--- src/iaf_regs.svh ---
// register offsets, field positions and reset values of the flag block
// assumes a byte-addressed apb bus with one aligned 32-bit word per register
`ifndef IAF_REGS_SVH
`define IAF_REGS_SVH

`define IAF_OFS_CTRL      8'h00
`define IAF_OFS_ADDR      8'h04
`define IAF_OFS_FLAGS     8'h08
`define IAF_OFS_INTSTAT   8'h0C
`define IAF_OFS_INTMASK   8'h10
`define IAF_OFS_DATA      8'h14
`define IAF_OFS_BUSSTAT   8'h18

`define IAF_CTRL_MASTER   0
`define IAF_CTRL_TRANSMIT 1
`define IAF_CTRL_ARBSEL   2
`define IAF_CTRL_PRIMFMT  3
`define IAF_CTRL_SECFMT   4
`define IAF_CTRL_START    5

`define IAF_FLAG_ARB      0
`define IAF_FLAG_OWN      1
`define IAF_FLAG_GEN      2

`define IAF_CTRL_RST      5'h00
`define IAF_ADDR_RST      7'h00
`define IAF_FLAGS_RST     3'h0
`define IAF_MASK_RST      3'h0

`define IAF_GEN_CALL      8'h00
`define IAF_LAST_BIT      4'h7

`endif

--- src/iaf_pkg.sv ---
// types shared by the flag block, its port monitor and its bench
// assumes nothing beyond a systemverilog elaborator
package iaf_pkg;

   typedef struct packed {
      logic        psel;
      logic        penable;
      logic        pwrite;
      logic [7:0]  paddr;
      logic [31:0] pwdata;
   } iaf_apb_req_t;

   typedef struct packed {
      logic        pready;
      logic        pslverr;
      logic [31:0] prdata;
   } iaf_apb_rsp_t;

   // bit 0 arbitration lost, bit 1 own address, bit 2 general call
   typedef struct packed {
      logic generalCallFlag;
      logic ownAddressMatchFlag;
      logic arbLostFlag;
   } iaf_flags_t;

   typedef struct packed {
      logic secondaryFormatSelect;
      logic primaryFormatSelect;
      logic arbitrationConditionSelect;
      logic transmitMode;
      logic masterMode;
   } iaf_ctrl_t;

   typedef enum logic [2:0] {
      PH_IDLE = 3'b001,
      PH_ADDR = 3'b010,
      PH_DONE = 3'b100
   } iaf_phase_t;

   typedef struct packed {
      iaf_ctrl_t   ctrl;
      logic [6:0]  primaryAddressBits;
      iaf_flags_t  flags;
      iaf_flags_t  seen;
      iaf_flags_t  intStat;
      iaf_flags_t  intMask;
      logic [7:0]  txData;
      logic [7:0]  rxFrame;
      logic [7:0]  shift;
      logic [3:0]  bitCnt;
      iaf_phase_t  phase;
      logic        armed;
      logic [31:0] prdata;
      logic        pslverr;
   } iaf_state_t;

endpackage

--- src/iaf_flags.sv ---
// arbitration lost, own address match and general call flags with apb
// assumes scl/sda pins arrive raw; internal sda/scl come from clk_sys logic
//
// Our own choices: the placing of the registers and the APB register port.
`timescale 1ns/1ns
`default_nettype none
`include "iaf_regs.svh"

module iaf_flags
   import iaf_pkg::*;
  (
   // clock and reset
   input  wire logic         clk_sys,
   input  wire logic         rst_n,
   // apb slave
   input  wire iaf_apb_req_t apbReq,
   output iaf_apb_rsp_t      apbRsp,
   // bus pins, asynchronous
   input  wire logic         sclPin,
   input  wire logic         sdaPin,
   // internal line values from the transfer logic
   input  wire logic         intSda,
   input  wire logic         intScl,
   // status out
   output iaf_flags_t        flagsOut,
   output logic              irq
   );

   iaf_state_t st_reg;
   iaf_state_t st_next;

   logic [1:0] pinLvl;
   logic [1:0] pinRise;
   logic [1:0] pinFall;

   logic       sclLvl;
   logic       sdaLvl;
   logic       sclRise;
   logic       sclFall;
   logic       sdaRise;
   logic       sdaFall;

   iaf_pin_sync #(.WIDTH(2)) u_sync
     (
      .clk_sys (clk_sys),
      .rst_n   (rst_n),
      .pinIn   ({sdaPin, sclPin}),
      .pinLvl  (pinLvl),
      .pinRise (pinRise),
      .pinFall (pinFall)
      );

   assign sclLvl  = pinLvl[0];
   assign sdaLvl  = pinLvl[1];
   assign sclRise = pinRise[0];
   assign sclFall = pinFall[0];
   assign sdaRise = pinRise[1];
   assign sdaFall = pinFall[1];

   // bus decode
   logic       setupPh;
   logic       accessPh;
   logic       wrAcc;
   logic       rdAcc;
   logic       hit;
   logic [7:0] addr;
   // one select per register that the flag paths care about
   logic       selCtrl;
   logic       selFlags;
   logic       selIntStat;
   logic       selData;
   logic       wrFlags;
   logic       rdFlags;

   assign setupPh  = apbReq.psel & ~apbReq.penable;
   assign accessPh = apbReq.psel & apbReq.penable;
   assign wrAcc    = accessPh & apbReq.pwrite;
   assign rdAcc    = accessPh & ~apbReq.pwrite;
   assign addr     = apbReq.paddr;
   assign selCtrl    = (addr == `IAF_OFS_CTRL);
   assign selFlags   = (addr == `IAF_OFS_FLAGS);
   assign selIntStat = (addr == `IAF_OFS_INTSTAT);
   assign selData    = (addr == `IAF_OFS_DATA);
   assign wrFlags    = wrAcc & selFlags;
   assign rdFlags    = rdAcc & selFlags;

   always_comb
   begin
      unique case (addr)
         `IAF_OFS_CTRL,
         `IAF_OFS_ADDR,
         `IAF_OFS_FLAGS,
         `IAF_OFS_INTSTAT,
         `IAF_OFS_INTMASK,
         `IAF_OFS_DATA,
         `IAF_OFS_BUSSTAT:
            hit = 1'b1;
         default:
            hit = 1'b0;
      endcase
   end

   // event terms
   logic       masterTx;
   logic       slaveRx;
   logic       startPulse;
   logic       startCond;
   logic       stopCond;
   logic       frameDone;
   logic [7:0] frame;
   logic       genCall;
   logic       addrMatch;
   iaf_flags_t setEv;
   iaf_flags_t clrEv;
   iaf_flags_t intClr;

   assign masterTx = st_reg.ctrl.masterMode & st_reg.ctrl.transmitMode;
   assign slaveRx  = ~st_reg.ctrl.masterMode & ~st_reg.ctrl.transmitMode;

   assign startPulse = wrAcc & selCtrl & apbReq.pwdata[`IAF_CTRL_START];
   assign startCond  = sclLvl & sdaFall;
   assign stopCond   = sclLvl & sdaRise;

   assign frameDone = (st_reg.phase == PH_ADDR) & sclRise
                      & (st_reg.bitCnt == `IAF_LAST_BIT);
   assign frame     = {st_reg.shift[6:0], sdaLvl};
   // the direction bit is part of the general call compare
   assign genCall   = (frame == `IAF_GEN_CALL);
   assign addrMatch = (frame[7:1] == st_reg.primaryAddressBits);

   always_comb
   begin
      setEv = '0;

      if (masterTx)
      begin
         if (sclRise & (intSda != sdaLvl))
            setEv.arbLostFlag = 1'b1;
         if (~st_reg.ctrl.arbitrationConditionSelect & sclFall & intScl)
            setEv.arbLostFlag = 1'b1;
         // armed until this end pulls sda low itself
         if (st_reg.ctrl.arbitrationConditionSelect & st_reg.armed
             & ~sdaLvl & intSda)
            setEv.arbLostFlag = 1'b1;
      end

      if (slaveRx & frameDone)
      begin
         if (~st_reg.ctrl.primaryFormatSelect & (addrMatch | genCall))
            setEv.ownAddressMatchFlag = 1'b1;
         if (genCall & (~st_reg.ctrl.primaryFormatSelect
                        | ~st_reg.ctrl.secondaryFormatSelect))
            setEv.generalCallFlag = 1'b1;
      end
   end

   always_comb
   begin
      clrEv  = '0;
      intClr = '0;

      if (wrFlags)
         clrEv = iaf_flags_t'(~apbReq.pwdata[2:0]) & st_reg.seen;

      // data access in the current direction clears all three
      if (selData)
      begin
         if (wrAcc & st_reg.ctrl.transmitMode)
            clrEv = '1;
         if (rdAcc & ~st_reg.ctrl.transmitMode)
            clrEv = '1;
      end

      if (wrAcc & selIntStat)
         intClr = iaf_flags_t'(apbReq.pwdata[2:0]);
   end

   // per-flag next values; a set in the clear's own cycle wins so
   // that an event never vanishes under a late software clear
   logic [2:0] flagNext;
   logic [2:0] seenNext;
   logic [2:0] statNext;

   genvar b;
   generate
      for (b = 0; b < $bits(iaf_flags_t); b++)
      begin : g_flag
         assign flagNext[b] = (st_reg.flags[b] & ~clrEv[b])
                              | setEv[b];
         // seen keeps what software got back, not the live flag
         assign seenNext[b] = (rdFlags ? st_reg.prdata[b]
                                       : st_reg.seen[b])
                              & ~clrEv[b];
         assign statNext[b] = (st_reg.intStat[b] & ~intClr[b])
                              | setEv[b];
      end
   endgenerate

   // watch for an early low after a start instruction
   logic       startTx;
   logic       armNext;

   assign startTx = startPulse & apbReq.pwdata[`IAF_CTRL_MASTER]
                    & apbReq.pwdata[`IAF_CTRL_TRANSMIT];

   // disarmed once this end pulls sda itself or leaves master transmit
   always_comb
   begin
      if (startTx)
         armNext = 1'b1;
      else if (~masterTx | ~intSda | setEv.arbLostFlag)
         armNext = 1'b0;
      else
         armNext = st_reg.armed;
   end

   // read-only view of the line watch; bits above 9 read zero
   logic [31:0] busStat;

   assign busStat = {22'h0, st_reg.armed, st_reg.phase, st_reg.bitCnt,
                     sdaLvl, sclLvl};

   // next state
   always_comb
   begin
      st_next = st_reg;

      st_next.flags   = iaf_flags_t'(flagNext);
      st_next.seen    = iaf_flags_t'(seenNext);
      st_next.intStat = iaf_flags_t'(statNext);
      st_next.armed   = armNext;

      if (wrAcc)
      begin
         unique case (addr)
            `IAF_OFS_CTRL:
               st_next.ctrl = iaf_ctrl_t'(apbReq.pwdata[4:0]);
            `IAF_OFS_ADDR:
               st_next.primaryAddressBits = apbReq.pwdata[6:0];
            `IAF_OFS_INTMASK:
               st_next.intMask = iaf_flags_t'(apbReq.pwdata[2:0]);
            `IAF_OFS_DATA:
               st_next.txData = apbReq.pwdata[7:0];
            default:
               st_next.txData = st_reg.txData;
         endcase
      end

      // first frame after a start condition
      unique case (st_reg.phase)
         PH_IDLE,
         PH_DONE:
         begin
            if (startCond)
            begin
               st_next.phase  = PH_ADDR;
               st_next.bitCnt = 4'h0;
            end
         end
         PH_ADDR:
         begin
            if (stopCond)
               st_next.phase = PH_IDLE;
            else if (startCond)
               st_next.bitCnt = 4'h0;
            else if (sclRise)
            begin
               st_next.shift  = frame;
               st_next.bitCnt = st_reg.bitCnt + 4'h1;
               if (frameDone)
               begin
                  st_next.phase   = PH_DONE;
                  st_next.rxFrame = frame;
               end
            end
         end
         default:
            st_next.phase = PH_IDLE;
      endcase

      if (stopCond & (st_reg.phase == PH_DONE))
         st_next.phase = PH_IDLE;

      // read data is fetched in setup so access ends at once
      if (setupPh)
      begin
         st_next.pslverr = ~hit;
         unique case (addr)
            `IAF_OFS_CTRL:
               st_next.prdata = {27'h0, st_reg.ctrl};
            `IAF_OFS_ADDR:
               st_next.prdata = {25'h0, st_reg.primaryAddressBits};
            `IAF_OFS_FLAGS:
               st_next.prdata = {29'h0, st_reg.flags};
            `IAF_OFS_INTSTAT:
               st_next.prdata = {29'h0, st_reg.intStat};
            `IAF_OFS_INTMASK:
               st_next.prdata = {29'h0, st_reg.intMask};
            `IAF_OFS_DATA:
               st_next.prdata = st_reg.ctrl.transmitMode
                                ? {24'h0, st_reg.txData}
                                : {24'h0, st_reg.rxFrame};
            `IAF_OFS_BUSSTAT:
               st_next.prdata = busStat;
            default:
               st_next.prdata = 32'h0000_0000;
         endcase
      end
   end

   always_ff @(posedge clk_sys)
   begin
      if (!rst_n)
      begin
         st_reg       <= '0;
         st_reg.phase <= PH_IDLE;
      end
      else
      begin
         st_reg <= st_next;
      end
   end

   // outputs
   // no wait states: read data was fetched in the setup cycle, and the
   // block has no slow path that would need to stall the bus
   assign apbRsp.pready  = 1'b1;
   assign apbRsp.pslverr = st_reg.pslverr;
   assign apbRsp.prdata  = st_reg.prdata;
   assign flagsOut       = st_reg.flags;
   assign irq            = |(st_reg.intStat & st_reg.intMask);

endmodule

`default_nettype wire

--- src/iaf_pin_sync.sv ---
// two-stage synchroniser with edge detect for bus pin levels
// assumes pins are asynchronous to clk_sys and toggle slower than it
`timescale 1ns/1ns
`default_nettype none

module iaf_pin_sync
  #(parameter int WIDTH = 2)
  (
   // clock and reset
   input  wire logic             clk_sys,
   input  wire logic             rst_n,
   // raw pins
   input  wire logic [WIDTH-1:0] pinIn,
   // synchronised level and edges
   output logic      [WIDTH-1:0] pinLvl,
   output logic      [WIDTH-1:0] pinRise,
   output logic      [WIDTH-1:0] pinFall
   );

   typedef struct packed {
      logic [WIDTH-1:0] stage1;
      logic [WIDTH-1:0] stage2;
      logic [WIDTH-1:0] stage3;
   } iaf_sync_t;

   iaf_sync_t sync_reg;
   iaf_sync_t sync_next;

   // idle bus is high, so reset to high to avoid a false edge
   always_comb
   begin
      sync_next        = sync_reg;
      sync_next.stage1 = pinIn;
      sync_next.stage2 = sync_reg.stage1;
      sync_next.stage3 = sync_reg.stage2;
   end

   always_ff @(posedge clk_sys)
   begin
      if (!rst_n)
         sync_reg <= '1;
      else
         sync_reg <= sync_next;
   end

   // stage1 feeds stage2 only
   genvar i;
   generate
      for (i = 0; i < WIDTH; i++)
      begin : g_bit
         assign pinLvl[i]  = sync_reg.stage2[i];
         assign pinRise[i] = sync_reg.stage2[i] & ~sync_reg.stage3[i];
         assign pinFall[i] = ~sync_reg.stage2[i] & sync_reg.stage3[i];
      end
   endgenerate

endmodule

`default_nettype wire

--- config.mk ---
export PLATFORM = sky130hd
export DESIGN_NAME = iaf_flags
export DESIGN_NICKNAME = d
export VERILOG_FILES = /design/src/iaf_pkg.sv /design/src/iaf_flags.sv /design/src/iaf_pin_sync.sv
export VERILOG_INCLUDE_DIRS = /design/src /design/src/src
export SDC_FILE = /design/constraint.sdc
export NUM_CORES = 1
export LEC_CHECK = 0
export BUFFER_PORTS_ARGS = -buffer_cell sky130_fd_sc_hd__buf_2
export CORE_ASPECT_RATIO = 0.75
export CORE_MARGIN = 3
export CORE_UTILIZATION = 30
export CTS_BUF_LIST = sky130_fd_sc_hd__clkbuf_4 sky130_fd_sc_hd__clkbuf_8 sky130_fd_sc_hd__clkbuf_16
export CTS_CLUSTER_DIAMETER = 120
export DETAILED_ROUTE_END_ITERATION = 7
export MAX_ROUTING_LAYER = met4
export PLACE_DENSITY_LB_ADDON = 0.08
export SYNTH_ARGS = -nofsm -noshare
export SYNTH_HDL_FRONTEND = slang
export SYNTH_SLANG_ARGS = --single-unit
--- constraint.sdc ---
create_clock -name clk_sys -period 2.8 [get_ports clk_sys]
set_input_delay 0.56 -clock clk_sys [delete_from_list [all_inputs] [get_ports clk_sys]]
set_output_delay 0.56 -clock clk_sys [all_outputs]
set_load 0.03 [all_outputs]
==> tab_implementation.tex <==
\begin{tabular}{lr}
\hline
Metric & Value \\
\hline
\multicolumn{2}{l}{\textbf{Status}} \\
\quad Outcome & finished clean \\
\multicolumn{2}{l}{\textbf{Logic synthesis}} \\
\quad Simple-gate portion of the synthesized area & 22.0\% \\
\quad Multiplexer share of the synthesized area & 10.9\% \\
\quad Register bit count reported by yosys & 72 \\
\quad Post-synth EDFFs & 0 \\
\quad Share of Yosys cell area claimed by the top area cell type & 37.9\% \\
\quad Most repeated cell in the gate-level netlist after synthesis & dfxtp\_1 \\
\quad Leading area contributor after synthesis & dfxtp\_1 \\
\quad Area fraction in compound gates after synthesis & 15.6\% \\
\quad Gate Count Post-Synth & 426 \\
\quad Share of async-settable or async-resettable flops after synthesis & 0\% \\
\quad Register area share after synthesis & 37.9\% \\
\quad Avg Cell Area, Syn & 8.92 sq um \\
\quad Netlist area before placement & 3800 sq um \\
\quad Post-synthesis share of cell area spent on xor and xnor gates & 1.84\% \\
\quad Number of warning messages in the yosys log & 0 \\
\quad Main synth FF type & dfxtp\_1 \\
\quad Most numerous cell types in the synthesized netlist & dfxtp\_1, mux2i\_1, buf\_4, nor2\_1, nand2\_1 \\
\quad Leading cell types by total area after synthesis & dfxtp\_1, mux2i\_1, buf\_4 \\
\quad Largest family of logic cells by synthesized area & simple AND/OR/NAND/NOR gates \\
\quad Area share of fa/ha/maj cells after synthesis & 0.329\% \\
\quad Number of distinct library cells after synthesis & 61 \\
\multicolumn{2}{l}{\textbf{Cells and area}} \\
\quad Fill cell total of the finished layout & 1286 \\
\quad \# nets final & 495 \\
\quad Max reg flops & 37 \\
\quad Layout overhead on the synthesized area & 11.6\% \\
\quad Final standard cell area without fillers & 4240 sq um \\
\quad Total inserted antenna cells & 0 \\
\quad Share of cells above drive strength 1 & 17.6\% \\
\multicolumn{2}{l}{\textbf{Worst setup path}} \\
\quad Element type at the critical path start & input pin \\
\quad Cell at the slowest stage of the critical path & or4b\_1 \\
\quad Cell Chain, Critical Path & buf\_2 > or4b\_1 > o41ai\_2 > a41oi\_1 > a21o\_1 \\
\quad CP max stage delay & 0.75 ns \\
\quad Critical Path Sink Type & register \\
\quad Maximum fanout along the worst path & 11 \\
\quad Crit path buffers/inverters & 1 \\
\quad Startpoint-to-endpoint class of the critical path & input pin to register \\
\quad Endpoint required time on the critical path & 3.03 ns \\
\quad Arrival time of the worst setup path & 2.32 ns \\
\quad Kind of cell with the highest combined delay on the critical path & compound AO/OA/AOI/OAI gates \\
\multicolumn{2}{l}{\textbf{Route}} \\
\quad Vias per cell & 5.09 \\
\quad DRC viols & 0 \\
\quad DRT antenna net count & 0 \\
\quad Iteration-0 DRC Markers & 264 \\
\quad Drt wl/cell & 18.5 microns \\
\quad Detailed Routing Iterations Pass 1 & 5 \\
\quad Wirelength, routed & 11300 microns \\
\quad Via total after detailed routing & 3110 \\
\multicolumn{2}{l}{\textbf{Timing}} \\
\quad Fraction of the cycle the final worst path needs & 74.7\% \\
\quad Max-slew violation count & 0 \\
\quad Endpoints failing hold & 0 \\
\quad PnR worst setup slack & 0.709 ns \\
\quad Sum of negative setup slack & 0 ns \\
\quad Top achievable clock speed & 0.478 GHz \\
\quad Worst Max-Slew Pin Slew & 0.923 ns \\
\quad Worst Skew & 0.00446 ns \\
\quad Post-layout minimum cycle time & 2.09 ns \\
\quad Unrepaired setup endpoints after global routing & false \\
\quad Final hold slack & 0.408 ns \\
\quad Normalized max-slew margin & 38.4\% \\
\quad \# setup viols final & 0 \\
\multicolumn{2}{l}{\textbf{Clocking}} \\
\quad Clock sink total & 72 \\
\quad Number of resized instances in the post-cts repair step & 0 \\
\quad Hold buffer count at CTS & 0 \\
\quad H-Tree Level Count & 3 \\
\quad Clock transition at path regs & 0.06 ns \\
\quad Maximum buffer depth of the clock tree & 2 \\
\quad Clock buffer count from CTS & 9 \\
\quad CTS tree & built \\
\quad Clock Root Buffer & clkbuf\_16 \\
\quad Insertion delay to the later sink of the worst-skew pair & 0.34 ns \\
\quad Post-CTS setup buffers & 0 \\
\multicolumn{2}{l}{\textbf{Worst hold path}} \\
\quad Path type of the worst min-delay path & register to register \\
\multicolumn{2}{l}{\textbf{GRT}} \\
\quad Vias in the first global route & 2902 \\
\quad GRT Resource Usage Total & 17.1\% \\
\quad Global-route wire length before repair & 17300 microns \\
\quad GRT Residual Overflow & 0 \\
\quad Initial antenna violation count & 0 \\
\quad Pin count of the biggest net entering global routing & 47 \\
\multicolumn{2}{l}{\textbf{Floorplan}} \\
\quad Row cnt & 34 \\
\quad Initial Utilization & 31.7\% \\
\quad Chip width & 136 microns \\
\quad Die Outline Area & 14100 sq um \\
\quad Core Footprint & 12000 sq um \\
\quad Die height & 103 microns \\
\quad I/O Pins & 87 \\
\multicolumn{2}{l}{\textbf{Place}} \\
\quad Final GP Congestion & 0.809 \\
\quad Input/output buffers & 39 \\
\quad Worst-case setup slack after placement & 0.352 ns \\
\quad Area after DPL & 3960 sq um \\
\quad Dpl hpwl & 8400 microns \\
\multicolumn{2}{l}{\textbf{Power and ir drop}} \\
\quad VDD IR max & 326 uV \\
\quad Design Power & 2300 uW \\
\quad Standby leakage power & 0.00157 uW \\
\quad Power density cells & 542 nW/um\^{}2 \\
\multicolumn{2}{l}{\textbf{Job}} \\
\quad Count of max-cap constraint violations & 0 \\
\hline
\end{tabular}
## layout by cell type, fill, tap and decap left out, types with 4 or more instances in the layout
master,netlist,layout
a21oi_1,19,19
a22oi_1,6,6
a32oi_1,5,5
a41oi_1,4,4
and3_1,5,5
buf_2,4,39
buf_4,37,11
clkbuf_16,0,9
conb_1,2,23
dfxtp_1,72,72
inv_1,8,8
mux2i_1,38,38
nand2_1,27,27
nand2b_1,10,10
nand3_1,17,17
nand3b_1,4,4
nand4_1,6,6
nor2_1,37,37
nor2b_1,8,8
nor3b_1,5,5
o21ai_0,16,16
o2bb2ai_1,5,5
xnor2_1,4,4
xor2_1,4,4
## power by group
| group | internal [uW] | switching (uW) |
|---|---|---|
| Combinational | 39.7 | 124 |
| Clock | 650 | 446 |
| Sequential | 1030 | 7.53 |
| Total | 1720 | 577 |
## area by class of cell
class	count	area [sq um]	share of cell area, %
Multi-Input combinational cell	304	2010	47.4
Sequential cell	72	1440	34.0
Timing Repair Buffer	50	278	6.55
Clock buffer	12	260	6.14
Tap cell	162	203	4.78
Inverter	8	30.0	0.708
Clock inverter	3	17.5	0.413
## stage by stage
| stage | util, % | cells |
|---|---|---|
| after global placement | 33.0 | 596 |
| after detailed placement | 33.0 | 596 |
| after CTS | 35.4 | 611 |
| after global routing | 35.4 | 611 |
| after floorplan | - | 447 |
| final | 35.4 | 611 |
## final timing paths
kind | from | end | slack, ns | cells after the start
worst max register to register | u_sync.pinLvl[0]$_SDFF_PN1_ | st_reg[55]$_SDFFE_PN0P_ | 0.72 | 5
worst min register to register | u_sync.sync_next[3]$_SDFF_PN1_ | u_sync.pinLvl[1]$_SDFF_PN1_ | 0.41 | 1
worst min-delay path | u_sync.sync_next[3]$_SDFF_PN1_ | u_sync.pinLvl[1]$_SDFF_PN1_ | 0.41 | 1
worst max-delay path | apbReq[35] | flagsOut[2]$_SDFF_PN0_ | 0.71 | 5
## cell families after synthesis
kind of cell / Yosys count
multiplexers: 41
AO/OA/AOI/OAI: 84
XOR/XNOR: 8
AND/OR/NAND/NOR: 147
buffers and inverters: 71
adder cells (fa/ha/maj): 1
other: 2
flip-flops: 72
## layer usage
| layer | routed length, microns | share of wire (%) | vias to the layer above | GRT usage, % |
|---|---|---|---|---|
| li1 | - | - | 1520 | - |
| met1 | 6200 | 55 | 1487 | 26.3 |
| met2 | 4340 | 38 | 92 | 21.8 |
| met3 | 634 | 5.6 | 11 | 4.06 |
| met4 | 144 | 1.3 | 0 | 4.57 |
| met5 | 0 | 0 | - | - |
Note: power is estimated with default switching activity, not from simulation.
